$ cat config.mk
export PLATFORM = sky130hd
export DESIGN_NAME = asd_decoder
export DESIGN_NICKNAME = d
export VERILOG_FILES = /design/src/rtl/asd_pkg.sv /design/src/rtl/asd_decoder.sv
export SDC_FILE = /design/constraint.sdc
export NUM_CORES = 1
export LEC_CHECK = 0
export BUFFER_PORTS_ARGS = -buffer_cell sky130_fd_sc_hd__buf_2
export CORE_MARGIN = 2
export CORE_UTILIZATION = 39
export DETAILED_ROUTE_END_ITERATION = 7
export GPL_TIMING_DRIVEN = 0
export HOLD_SLACK_MARGIN = 0.06
export SLEW_MARGIN = 5
export SYNTH_ARGS = -nofsm -noshare
export SYNTH_HDL_FRONTEND = slang
export SYNTH_SLANG_ARGS = --single-unit
$ cat constraint.sdc
create_clock -name ref_clk -period 5.7 [get_ports ref_clk]
set_input_delay 0.57 -clock ref_clk [delete_from_list [all_inputs] [get_ports ref_clk]]
set_output_delay 0.57 -clock ref_clk [all_outputs]
set_load 0.02 [all_outputs]
$ cat src/rtl/asd_pkg.sv
package asd_pkg;

  localparam int CYC_W = 8;
  typedef logic [CYC_W-1:0] asd_cyc_t;

  // operation classes reported per decoded instruction
  typedef enum logic [3:0] {
    illegal_op, seg_override_op, add_op, add_carry_op, increment_op,
    subtract_op, subtract_borrow_op, decrement_op, compare_op, negate_op,
    ascii_add_adjust, decimal_add_adjust, ascii_sub_adjust, decimal_sub_adjust,
    unsigned_multiply_op
  } asd_op_t;

  // segment select sits in opcode bits 4:3 of a prefix
  typedef enum logic [1:0] {
    extra_segment = 2'h0, code_segment = 2'h1, stack_segment = 2'h2, data_segment = 2'h3
  } asd_seg_t;

  typedef enum logic [1:0] {ST_OPC = 2'h0, ST_MODRM = 2'h1, ST_TAIL = 2'h3} asd_state_t;

  typedef struct packed {
    asd_op_t op;
    asd_seg_t seg;
    logic seg_valid;
    logic wide;
    logic dir;
    logic mem;
    logic sext;
    logic [1:0] imm_len;
    logic [1:0] disp_len;
    asd_cyc_t cyc_min;
    asd_cyc_t cyc_max;
  } asd_res_t;

  // opcode patterns
  localparam logic [7:0] OPC_PFX_MASK = 8'hE7;
  localparam logic [7:0] OPC_PFX = 8'h26;
  localparam logic [7:0] OPC_IMM_MASK = 8'hFC;
  localparam logic [7:0] OPC_IMM_GRP = 8'h80;
  localparam logic [7:0] OPC_PAIR_MASK = 8'hFE;
  localparam logic [7:0] OPC_INCDEC_GRP = 8'hFE;
  localparam logic [7:0] OPC_UNARY_GRP = 8'hF6;
  localparam logic [7:0] OPC_REG_MASK = 8'hF8;
  localparam logic [7:0] OPC_INC_REG = 8'h40;
  localparam logic [7:0] OPC_DECR_REG = 8'h48;
  localparam logic [7:0] OPC_ASCII_ADD = 8'h37;
  localparam logic [7:0] OPC_DECIMAL_ADD = 8'h27;
  localparam logic [7:0] OPC_ASCII_SUB = 8'h3F;
  localparam logic [7:0] OPC_DECIMAL_SUB = 8'h2F;
  localparam logic [1:0] OPC_ALU_TOP = 2'h0;
  localparam logic [1:0] OPC_ALU_MISC = 2'h3;
  localparam logic [1:0] SW_WORD_IMM = 2'h1;

  // reg field selectors of the group opcodes
  localparam logic [2:0] REG_ADD = 3'h0;
  localparam logic [2:0] REG_ADC = 3'h2;
  localparam logic [2:0] REG_SUB_BORROW = 3'h3;
  localparam logic [2:0] REG_SUB = 3'h5;
  localparam logic [2:0] REG_COMPARE = 3'h7;
  localparam logic [2:0] REG_INC = 3'h0;
  localparam logic [2:0] REG_DECR = 3'h1;
  localparam logic [2:0] REG_NEGATE = 3'h3;
  localparam logic [2:0] REG_UMULT = 3'h4;
  localparam logic [1:0] MOD_NODISP = 2'h0;
  localparam logic [1:0] MOD_DISP8 = 2'h1;
  localparam logic [1:0] MOD_DISP16 = 2'h2;
  localparam logic [1:0] MOD_REG = 2'h3;
  localparam logic [2:0] RM_DIRECT = 3'h6;
  localparam logic [1:0] LEN_NONE = 2'h0;
  localparam logic [1:0] LEN_ONE = 2'h1;
  localparam logic [1:0] LEN_TWO = 2'h2;

  // minimum clock counts, and multiply maxima
  localparam asd_cyc_t CYC_PREFIX = 8'h02;
  localparam asd_cyc_t CYC_ALU_REG = 8'h03;
  localparam asd_cyc_t CYC_ALU_MEM = 8'h0A;
  localparam asd_cyc_t CYC_IMM_REG = 8'h04;
  localparam asd_cyc_t CYC_IMM_MEM = 8'h10;
  localparam asd_cyc_t CYC_CMPI_REG = 8'h03;
  localparam asd_cyc_t CYC_CMPI_MEM = 8'h0A;
  localparam asd_cyc_t CYC_ACC_B = 8'h03;
  localparam asd_cyc_t CYC_ACC_W = 8'h04;
  localparam asd_cyc_t CYC_INC_REG = 8'h03;
  localparam asd_cyc_t CYC_INC_MEM = 8'h0F;
  localparam asd_cyc_t CYC_NEGATE_REG = 8'h03;
  localparam asd_cyc_t CYC_NEGATE_MEM = 8'h0A;
  localparam asd_cyc_t CYC_ASCII_ADD = 8'h08;
  localparam asd_cyc_t CYC_DECIMAL_ADD = 8'h04;
  localparam asd_cyc_t CYC_ASCII_SUB = 8'h07;
  localparam asd_cyc_t CYC_DECIMAL_SUB = 8'h04;
  localparam asd_cyc_t CYC_UMULT_RB_MIN = 8'h1A;
  localparam asd_cyc_t CYC_UMULT_RB_MAX = 8'h1C;
  localparam asd_cyc_t CYC_UMULT_RW_MIN = 8'h23;
  localparam asd_cyc_t CYC_UMULT_RW_MAX = 8'h25;
  localparam asd_cyc_t CYC_UMULT_MB_MIN = 8'h20;
  localparam asd_cyc_t CYC_UMULT_MB_MAX = 8'h22;
  localparam asd_cyc_t CYC_UMULT_MW_MIN = 8'h29;
  localparam asd_cyc_t CYC_UMULT_MW_MAX = 8'h2B;

endpackage

$ cat src/rtl/asd_decoder.sv
`timescale 1ns/100ps
// Behaviour
// - four segment prefix bytes select a segment for the next instruction, two clocks
// - add register with register or memory, direction and width bits, 3/10 clocks
// - add with carry: register/memory 3/10, immediate group 4/16, accumulator 3/4
// - subtract: register/memory 3/10, immediate group 4/16, accumulator 3/4
// - subtract with borrow: register/memory 3/10, immediate group 4/16, accumulator 3/4
// - unary group reg field 3 negates register or memory, 3/10 clocks
// - ascii adjust after add, one byte, 8 clocks
// - decimal adjust after add, one byte, 4 clocks
// - ascii adjust after subtract, one byte, 7 clocks
// - decimal adjust after subtract, one byte, 4 clocks
// - unary group reg field 4 is unsigned multiply with per-form clock ranges
module asd_decoder (
  input wire logic ref_clk,
  input wire logic resetn,
  input wire logic q_valid,
  input wire logic [7:0] q_byte,
  output logic q_ready,
  output logic res_valid,
  output asd_pkg::asd_res_t res,
  output logic instr_busy
);
  import asd_pkg::*;

  asd_state_t st_q, st_d;
  logic [7:0] opc_q, opc_d, mrm_q, mrm_d;
  logic [2:0] cnt_q, cnt_d;
  asd_res_t res_q, res_d;
  logic vld_q, vld_d;
  logic segv_q, segv_d;
  asd_seg_t seg_q, seg_d;

  //////////////////////////////////////////////////////////////////////////////
  // decode helpers

  // alu family code shared by one-byte forms and the immediate group
  function automatic asd_op_t alu_op(input logic [2:0] sel);
    unique case (sel)
      REG_ADD: alu_op = add_op;
      REG_ADC: alu_op = add_carry_op;
      REG_SUB_BORROW: alu_op = subtract_borrow_op;
      REG_SUB: alu_op = subtract_op;
      REG_COMPARE: alu_op = compare_op;
      default: alu_op = illegal_op; // logic group, reported as illegal_op
    endcase
  endfunction

  function automatic logic [1:0] disp_len(input logic [7:0] mrm);
    unique case (mrm[7:6])
      MOD_NODISP: disp_len = (mrm[2:0] == RM_DIRECT) ? LEN_TWO : LEN_NONE;
      MOD_DISP8: disp_len = LEN_ONE;
      MOD_DISP16: disp_len = LEN_TWO;
      MOD_REG: disp_len = LEN_NONE;
    endcase
  endfunction

  function automatic logic is_alu(input logic [7:0] opc);
    is_alu = (opc[7:6] == OPC_ALU_TOP) && (opc[2:1] != OPC_ALU_MISC);
  endfunction

  function automatic logic needs_modrm(input logic [7:0] opc);
    needs_modrm = (is_alu(opc) && !opc[2]) || ((opc & OPC_IMM_MASK) == OPC_IMM_GRP) ||
                  ((opc & OPC_PAIR_MASK) == OPC_INCDEC_GRP) ||
                  ((opc & OPC_PAIR_MASK) == OPC_UNARY_GRP);
  endfunction

  // full classification; mrm is zero for forms without a modrm byte
  function automatic asd_res_t classify(input logic [7:0] opc, input logic [7:0] mrm);
    asd_res_t r;
    logic mem;
    logic [2:0] rg;
    asd_cyc_t c;
    mem = (mrm[7:6] != MOD_REG);
    rg = mrm[5:3];
    r = '0;
    r.op = illegal_op;
    r.wide = opc[0];
    c = '0;
    if ((opc & OPC_PFX_MASK) == OPC_PFX)
    begin
      r.op = seg_override_op;
      r.seg = asd_seg_t'(opc[4:3]);
      r.seg_valid = 1'b1;
      r.wide = 1'b0;
      c = CYC_PREFIX;
    end
    else if (opc == OPC_ASCII_ADD)
    begin
      r.op = ascii_add_adjust;
      r.wide = 1'b0;
      c = CYC_ASCII_ADD;
    end
    else if (opc == OPC_DECIMAL_ADD)
    begin
      r.op = decimal_add_adjust;
      r.wide = 1'b0;
      c = CYC_DECIMAL_ADD;
    end
    else if (opc == OPC_ASCII_SUB)
    begin
      r.op = ascii_sub_adjust;
      r.wide = 1'b0;
      c = CYC_ASCII_SUB;
    end
    else if (opc == OPC_DECIMAL_SUB)
    begin
      r.op = decimal_sub_adjust;
      r.wide = 1'b0;
      c = CYC_DECIMAL_SUB;
    end
    else if (is_alu(opc))
    begin
      r.op = alu_op(opc[5:3]);
      if (!opc[2])
      begin
        r.dir = opc[1];
        r.mem = mem;
        r.disp_len = disp_len(mrm);
        c = mem ? CYC_ALU_MEM : CYC_ALU_REG;
      end
      else
      begin
        // accumulator form: byte 3, word 4
        r.imm_len = opc[0] ? LEN_TWO : LEN_ONE;
        c = opc[0] ? CYC_ACC_W : CYC_ACC_B;
      end
    end
    else if ((opc & OPC_IMM_MASK) == OPC_IMM_GRP)
    begin
      r.op = alu_op(rg);
      r.mem = mem;
      r.disp_len = disp_len(mrm);
      r.sext = opc[1] & opc[0];
      r.imm_len = (opc[1:0] == SW_WORD_IMM) ? LEN_TWO : LEN_ONE;
      if (r.op == compare_op)
        c = mem ? CYC_CMPI_MEM : CYC_CMPI_REG;
      else
        c = mem ? CYC_IMM_MEM : CYC_IMM_REG;
    end
    else if ((opc & OPC_REG_MASK) == OPC_INC_REG || (opc & OPC_REG_MASK) == OPC_DECR_REG)
    begin
      r.op = (opc[3]) ? decrement_op : increment_op;
      r.wide = 1'b1;
      c = CYC_INC_REG;
    end
    else if ((opc & OPC_PAIR_MASK) == OPC_INCDEC_GRP)
    begin
      r.mem = mem;
      r.disp_len = disp_len(mrm);
      if (rg == REG_INC || rg == REG_DECR)
      begin
        r.op = (rg == REG_DECR) ? decrement_op : increment_op;
        c = mem ? CYC_INC_MEM : CYC_INC_REG;
      end
    end
    else if ((opc & OPC_PAIR_MASK) == OPC_UNARY_GRP)
    begin
      r.mem = mem;
      r.disp_len = disp_len(mrm);
      if (rg == REG_NEGATE)
      begin
        r.op = negate_op;
        c = mem ? CYC_NEGATE_MEM : CYC_NEGATE_REG;
      end
      else if (rg == REG_UMULT)
      begin
        r.op = unsigned_multiply_op;
        c = mem ? (opc[0] ? CYC_UMULT_MW_MIN : CYC_UMULT_MB_MIN) :
                  (opc[0] ? CYC_UMULT_RW_MIN : CYC_UMULT_RB_MIN);
        r.cyc_max = mem ? (opc[0] ? CYC_UMULT_MW_MAX : CYC_UMULT_MB_MAX) :
                          (opc[0] ? CYC_UMULT_RW_MAX : CYC_UMULT_RB_MAX);
      end
    end
    r.cyc_min = c;
    if (r.op != unsigned_multiply_op)
      r.cyc_max = c;
    return r;
  endfunction

  //////////////////////////////////////////////////////////////////////////////
  // byte sequencer: opcode, modrm, then displacement and immediate bytes

  always_comb
  begin
    asd_res_t r;
    logic fin;
    logic [2:0] tl;
    r = '0;
    fin = 1'b0;
    tl = '0;
    st_d = st_q;
    opc_d = opc_q;
    mrm_d = mrm_q;
    cnt_d = cnt_q;
    res_d = res_q;
    vld_d = 1'b0;
    segv_d = segv_q;
    seg_d = seg_q;
    unique case (st_q)
      ST_OPC:
        if (q_valid)
        begin
          opc_d = q_byte;
          mrm_d = '0;
          r = classify(q_byte, 8'h00);
          if (needs_modrm(q_byte))
            st_d = ST_MODRM;
          else if (r.imm_len != LEN_NONE)
          begin
            cnt_d = {1'b0, r.imm_len};
            st_d = ST_TAIL;
          end
          else
            fin = 1'b1;
        end
      ST_MODRM:
        if (q_valid)
        begin
          mrm_d = q_byte;
          r = classify(opc_q, q_byte);
          tl = {1'b0, r.disp_len} + {1'b0, r.imm_len};
          if (tl == 3'h0)
            fin = 1'b1;
          else
          begin
            cnt_d = tl;
            st_d = ST_TAIL;
          end
        end
      ST_TAIL:
        if (q_valid)
        begin
          cnt_d = cnt_q - 3'h1;
          if (cnt_q == 3'h1)
          begin
            r = classify(opc_q, mrm_q);
            fin = 1'b1;
          end
        end
      default: st_d = ST_OPC;
    endcase
    // a prefix is held and attached to the next instruction reported
    if (fin)
    begin
      st_d = ST_OPC;
      vld_d = 1'b1;
      res_d = r;
      if (r.op == seg_override_op)
      begin
        segv_d = 1'b1;
        seg_d = r.seg;
      end
      else
      begin
        res_d.seg = seg_q;
        res_d.seg_valid = segv_q;
        segv_d = 1'b0;
      end
    end
  end

  always_ff @(posedge ref_clk)
  begin
    if (!resetn)
    begin
      st_q <= ST_OPC;
      opc_q <= '0;
      mrm_q <= '0;
      cnt_q <= '0;
      res_q <= '0;
      vld_q <= 1'b0;
      segv_q <= 1'b0;
      seg_q <= extra_segment;
    end
    else
    begin
      st_q <= st_d;
      opc_q <= opc_d;
      mrm_q <= mrm_d;
      cnt_q <= cnt_d;
      res_q <= res_d;
      vld_q <= vld_d;
      segv_q <= segv_d;
      seg_q <= seg_d;
    end
  end

  // never stalls the queue: every state takes one byte per clock
  assign q_ready = 1'b1;
  assign res_valid = vld_q;
  assign res = res_q;
  assign instr_busy = (st_q != ST_OPC);
endmodule

-- Word level (Yosys, flattened, before mapping)
Index checks and enable logic that the tools add are counted.
- register bits after elaboration: 56
- output and inout port bits: 34
- logic and storage cells: 398
- memories: 0
- ROM bits: 0
- bits of input ports: 11
- RAM bits: 0
- latch bits: 0
- eq/ne operators: 67
- reductions and logical operators: 29
- multiplexer cells: 278
- div/mod/pow operators: 0
- magnitude comparators: 0
- $add $sub $neg: 2
- $mul: 0
- shift-type cells: 0
- bitwise operators: 4
- operators by type and width (operator ; number):
    two-way mux 8 bit ; 49
    two-way mux 4 bit ; 82
    two-way mux 7 bit ; 19
    two-way mux 31 bit ; 4
    two-way mux 6 bit ; 17
    case mux 31 bit (3 select lines) ; 1
    equality test 8 x 6 -> 1 bit (second input constant) ; 8
    two-way mux 2 bit ; 30
    case mux 4 bit (5 select lines) ; 3
    two-way mux 3 bit ; 17
    two-way mux 1 bit ; 45
    equality test 3 bit (second input constant) ; 10
    equality test 7 bit (second input constant) ; 4
    two-way mux 5 bit ; 5
    equality test 5 x 4 -> 1 bit (second input constant) ; 4
    != test 2 bit (second input constant) ; 10
    equality test 3 x 2 -> 1 bit (second input constant) ; 6
    case mux 2 bit (4 select lines) ; 2
    case mux 8 bit (2 select lines) ; 1
    equality test 4 bit (second input constant) ; 3
    equality test 6 x 4 -> 1 bit (second input constant) ; 2
    equality test 6 bit (second input constant) ; 2
    zero test 3 bit ; 4
    != test 4 bit (second input constant) ; 3
    23 further kinds ; 49

-- Logic depth before layout (Yosys ltp)
- word-level depth: 29
- gate-level depth with buffers: 14
- gate-level depth less buffers: 12

-- Worst setup path after synthesis
Ideal clock, no wire load.
- kind: register -> register
- start: register opc_q[2]
- end: register seg_q[0]
- path slack: 2306 ps
- clock period less this slack: 3394 ps
- arrival time: 3322 ps
- setup time: 72 ps
- data required time: 5628 ps
- buffers on the path: 2
- cell stages (with the launch flop): 15
- path through: dfxtp_1 or4b_1 buf_4 nor2_2 nor3_1 nor3b_1 ha_1 fa_1 nor3_1 a21oi_1 o22a_1 buf_2 nor2_1 and4_4 mux2i_1
- word-level cells in the longest chain between the ends: 19
- elaborated cells between the ends (all ways): 62
- those cells by class: 1 x add/sub; 10 x eq/ne; 48 x mux; 3 x reduce/logical
- RTL lines (what ; RTL line ; RTL):
    from (decl) ; asd_decoder.sv:27 ; logic [7:0] opc_q, opc_d, mrm_q, mrm_d;
    from (signal assigned) ; asd_decoder.sv:279 ; opc_q <= opc_d;
    equality test 7 bit ; asd_decoder.sv:157 ; else if ((opc & OPC_PAIR_MASK) == OPC_UNARY_GRP)
    two-way mux 2 bit / two-way mux 4 bit (equally long branches) ; asd_decoder.sv:157 ;
    two-way mux 2 bit / two-way mux 4 bit (equally long branches) ; asd_decoder.sv:147 ; else if ((opc & OPC_PAIR_MASK) == OPC_INCDEC_GRP)
    two-way mux 2 bit / two-way mux 4 bit (equally long branches) ; asd_decoder.sv:141 ; else if ((opc & OPC_REG_MASK) == OPC_INC_REG || (opc & OPC_REG_MASK) == OPC_DECR_REG)
    two-way mux 2 bit / two-way mux 4 bit (equally long branches) ; asd_decoder.sv:129 ; else if ((opc & OPC_IMM_MASK) == OPC_IMM_GRP)
    two-way mux 4 bit ; asd_decoder.sv:112 ; else if (is_alu(opc))
    two-way mux 7 bit / two-way mux 4 bit (equally long branches) ; asd_decoder.sv:106 ; else if (opc == OPC_DECIMAL_SUB)
    two-way mux 7 bit / two-way mux 4 bit (equally long branches) ; asd_decoder.sv:100 ; else if (opc == OPC_ASCII_SUB)
    (+3 left out) ; -- ;
    two-way mux 7 bit / two-way mux 4 bit (equally long branches) ; asd_decoder.sv:218, asd_decoder.sv:235 ;
    two-way mux 7 bit / two-way mux 4 bit (equally long branches) ; asd_decoder.sv:200, asd_decoder.sv:232 ;
    adder 2 x 2 -> 3 bit / two-way mux 4 bit (equally long branches) ; asd_decoder.sv:222, asd_decoder.sv:200 ;
    zero test 3 bit / two-way mux 31 bit (equally long branches) ; asd_decoder.sv:223, asd_decoder.sv:235 ;
    two-way mux 1 bit / two-way mux 31 bit (equally long branches) ; asd_decoder.sv:223, asd_decoder.sv:232 ;
    two-way mux 1 bit / case mux 31 bit (3 select lines) (equally long branches) ; asd_decoder.sv:218, asd_decoder.sv:200 ;
    case mux 1 bit (3 select lines) / equality test 4 x 1 -> 1 bit (equally long branches) ; asd_decoder.sv:200, asd_decoder.sv:249 ;
    AND reduction 2 bit (no source line) ; -- ;
    to (signal assigned) ; asd_decoder.sv:274 ; seg_q <= extra_segment;
    to (signal assigned) ; asd_decoder.sv:285 ; seg_q <= seg_d;
    to (decl) ; asd_decoder.sv:32 ; asd_seg_t seg_q, seg_d;
Several ways; a longest one is shown, not always the timed one. The select of a mux whose other input is x is not followed.
A chain may end at the register's enable or synchronous reset.

-- Worst setup path after layout
- start: register opc_q[2]
- end: register res_q (netlist bit res[23])
- word-level cells in the longest chain between the ends: 18
- elaborated cells between the ends (all ways): 41
- those cells by class: 1 x add/sub; 9 x eq/ne; 29 x mux; 2 x reduce/logical
- RTL lines (what ; RTL line ; RTL):
    equality test 7 bit ; asd_decoder.sv:157 ;
    two-way mux 2 bit ; asd_decoder.sv:157 ;
    two-way mux 2 bit ; asd_decoder.sv:147 ;
    two-way mux 2 bit ; asd_decoder.sv:141 ;
    two-way mux 2 bit ; asd_decoder.sv:129 ;
    two-way mux 4 bit ; asd_decoder.sv:112 ;
    two-way mux 7 bit ; asd_decoder.sv:106 ;
    two-way mux 7 bit ; asd_decoder.sv:100 ;
    (+2 left out) ; -- ;
    two-way mux 7 bit ; asd_decoder.sv:80 ; if ((opc & OPC_PFX_MASK) == OPC_PFX)
    two-way mux 7 bit ; asd_decoder.sv:218 ; if (q_valid)
    two-way mux 7 bit ; asd_decoder.sv:200 ; unique case (st_q)
    adder 2 x 2 -> 3 bit ; asd_decoder.sv:222 ; tl = {1'b0, r.disp_len} + {1'b0, r.imm_len};
    zero test 3 bit ; asd_decoder.sv:223 ; if (tl == 3'h0)
    two-way mux 1 bit ; asd_decoder.sv:223 ;
    two-way mux 1 bit ; asd_decoder.sv:218 ;
    case mux 1 bit (3 select lines) ; asd_decoder.sv:200 ;
    to (signal assigned) ; asd_decoder.sv:282 ; res_q <= res_d;
    to (decl) ; asd_decoder.sv:29 ; asd_res_t res_q, res_d;
Several ways; a longest one is shown, not always the timed one. The select of a mux whose other input is x is not followed.

==> out/metrics.csv <==
metric,value,unit
"antenna viol nets, final",0,
die footprint,11200,µm²
Gate power share,27.7,%
worst path cell trace,"or4b_1, buf_4, nor2_2, nor3_1, nor3b_1, ha_1, fa_1, nor3_1, a21oi_1, o22ai_2, buf_2, o221ai_1, o211a_1",
GRT Overall Usage,29.4,%
Worst-Skew Late Latency,0.33,ns
"setup slack, reg-to-reg",1.55,ns
Hold Path End,res[3]$_SDFFE_PN0P_,
Setup Buffers After CTS,0,
Max Fclk,0.241,GHz
VDD IR max,0.000114,V
Iter 0 DRT Violations,465,
WS Path Type,reg2reg,
IO Port Bufs,37,
vias in the first global route,4220,
syn avg cell area,7.49,µm²
skew final,0.00809,ns
htree depth,2,
arrival time worst endpoint,4.38,ns
post-synthesis sequential area ratio,25.2,%
RSZ-0062 raised after global routing,no,
"CP delay by family, top",simple AND/OR/NAND/NOR gates,
synth unique cells,78,
Synth top area share,25.2,%
largest net degree at the start of global routing,18,
top-count cell post-synth,nand2_1,
WP buf/inv,2,
Seq pwr share,42.3,%
first-pass GRT wire length,25.2,mm
r2r worst-path depth,13,
Synth top cells by count,"nand2_1 (66), dfxtp_1 (51), nor2_1 (34)",
Synth-to-Final Area Change,11.9,%
Worst-Margin Slew,0.971,ns
max-slew violation count,0,
Power Total,0.918,mW
Initial Util,39.8,%
cell internal pwr,0.590,mW
io pins,45,
Hold Buf Count CTS,0,
leading post-synthesis cells by cell area,"dfxtp_1 (25%), nand2_1 (6.1%), nand3_1 (3.6%)",
Final nets,607,
Non-Filler Instances,725,
die width,106,µm
First-pass DRT Iterations,5,
relative slew slack,33.6,%
Congestion Overflow GR,0,
antenna violations before repair,0,
final wirelength,16.4,mm
Die H,106,µm
DPL Wire Length,12.5,mm
CP endpoint kind,flip-flop,
setup_tns,0,ns
PD cells,202,nW/µm²
WP data required,5.93,ns
Placed Cells,717,
Area after DPL,4420,µm²
row count,37,
core area,10200,µm²
vias per cell,6.38,
yosys warns,0,
Post-synth EDFFs,0,
Via Count,4629,
worst-path maximum fanout,10,
WHS,0.451,ns
Routed wire per std cell,22.6,µm
Post-Syn Area,4050,µm²
post-CTS sizing,0,
Synth Flop Type,dfxtp_1,
GP Congestion,0.974,
status,"complete, no violations",
clock buffer depth,2,
"FFs w/ async S/R, synth",0,%
Worst-path clk slew,0.10,ns
final hold violations,0,
total clock sinks,51,
max incr delay on CP,0.54,ns
ant diodes,0,
Final setup viols,0,
Worst Min Path Start,res[3]$_SDFFE_PN0P_,
DRC viols,0,
Worst setup SP type,flip-flop,
CTS tree,yes,
CTS root buf,clkbuf_8,
layout cells sized above 1,14.9,%
sw frac,35.8,%
# Max-Cap Violations,0,
Pleak,1.80,nW
largest area contributor in the netlist,dfxtp_1,
Gate Count Post-Synth,541,
Net Sw Power,0.329,mW
register bit total from synthesis,51,
worst min-delay path category,reg2reg,
clock share of power,30.1,%
final worst path period share,72.7,%
CTS Buf Count,5,
post-route cell area,4540,µm²
hold path depth,2,
slowest CP cell,or4b_1,
reg2reg end,res[23]$_SDFFE_PN0P_,
RR Startpoint,opc_q[2]$_SDFFE_PN0P_,
fin crit period,4.15,ns
Worst path most repeated cell,nor3_1,
worst reg2reg max path, cell delays in order (launching register included):
cell	delay (ns)
dfxtp_1	0.40
or4b_1	0.54
buf_4	0.18
nor2_2	0.29
nor3_1	0.20
nor3b_1	0.29
ha_1	0.21
fa_1	0.43
nor3_1	0.29
a21oi_1	0.16
o22ai_2	0.35
buf_2	0.33
o221ai_1	0.21
o211a_1	0.17
power groups by stage:
stage	clock network, mW	logic, mW	registers, mW
floorplan	0	0.150	0.412
global placement	0	0.248	0.395
detailed placement	0	0.247	0.396
CTS	0.278	0.248	0.388
global route	0.291	0.272	0.391
finish	0.276	0.254	0.388
state kept, by name, summed over array words and instances, names as in the netlist:
signal     count
res           26
cnt_q          3
res_valid      1
segv_q         1
mrm_q          8
seg_q          2
opc_q          8
st_q           2
placed cells by master, fill, tap and decap left out, types with 6 or more instances in the layout:
| cell | netlist | routed |
|---|---|---|
| clkbuf_1 | 28 | 28 |
| and3_1 | 9 | 9 |
| nor2_1 | 34 | 34 |
| o21a_1 | 7 | 7 |
| nor2b_1 | 9 | 9 |
| a21boi_0 | 19 | 19 |
| o21ai_0 | 26 | 26 |
| o211a_1 | 14 | 14 |
| buf_4 | 8 | 8 |
| a31oi_1 | 7 | 7 |
| nand2b_1 | 9 | 9 |
| nor3_1 | 16 | 16 |
| buf_2 | 11 | 48 |
| nand3_1 | 29 | 29 |
| inv_1 | 12 | 12 |
| a32oi_1 | 6 | 6 |
| nand2_1 | 66 | 66 |
| ha_1 | 7 | 7 |
| a21oi_1 | 28 | 28 |
| nand3b_1 | 7 | 7 |
| dfxtp_1 | 51 | 51 |
worst max path at each step:
stage	startpoint	to	slack, ns	cells after the start
after floorplan	opc_q[2]$_SDFFE_PN0P_	seg_q[0]$_SDFFE_PN0P_	2.31	14
after CTS	opc_q[2]$_SDFFE_PN0P_	res[0]$_SDFFE_PN0P_	1.58	13
after global routing	opc_q[2]$_SDFFE_PN0P_	res[23]$_SDFFE_PN0P_	1.19	13
final	opc_q[2]$_SDFFE_PN0P_	res[23]$_SDFFE_PN0P_	1.55	13
after global placement	opc_q[2]$_SDFFE_PN0P_	res[21]$_SDFFE_PN0P_	1.60	13
after detailed placement	opc_q[2]$_SDFFE_PN0P_	res[0]$_SDFFE_PN0P_	1.63	13
metal layers:
metal / part of all wire (%) / vias up / global-route usage [%]
li1: - / 2108 / -
met1: 44 / 2284 / 40.6
met2: 47 / 202 / 47.3
met3: 6.7 / 35 / 4.17
met4: 2.6 / 0 / 9.59
met5: 0 / - / 0
metrics by stage:
step / setup WS (ns) / utilization (%)
finish: 1.55 / 44.5
global route: 1.19 / 44.5
CTS: 1.58 / 44.5
detailed placement: 1.63 / 43.4
global placement: 1.60 / 43.4
floorplan: 2.31 / -
cell type report:
class / count / area (µm²)
clock buffers: 5 / 68.8
plain buffers: 48 / 224
flip-flops and latches: 51 / 1020
clock inverters: 3 / 47.5
well taps: 136 / 170
multi-input cells: 431 / 2770
fillers: 1110 / 5650
inverters: 14 / 52.6
repair buffers: 37 / 185
cells by family (layout without fill, tap and decap cells):
kind of cell | count (synthesis) | in the layout | share of synthesized area, %
AOI/OAI and AO/OA | 183 | 183 | 33.6
xor gates and xnor gates | 4 | 4 | 0.864
adders and majority gates | 8 | 8 | 2.66
buffers and inverters | 62 | 107 | 6.82
DFF | 51 | 51 | 25.2
muxes | 4 | 4 | 0.988
other | 2 | 5 | 0.185
and+or+nand+nor | 227 | 227 | 29.7
(Power assumes the default switching activity.)
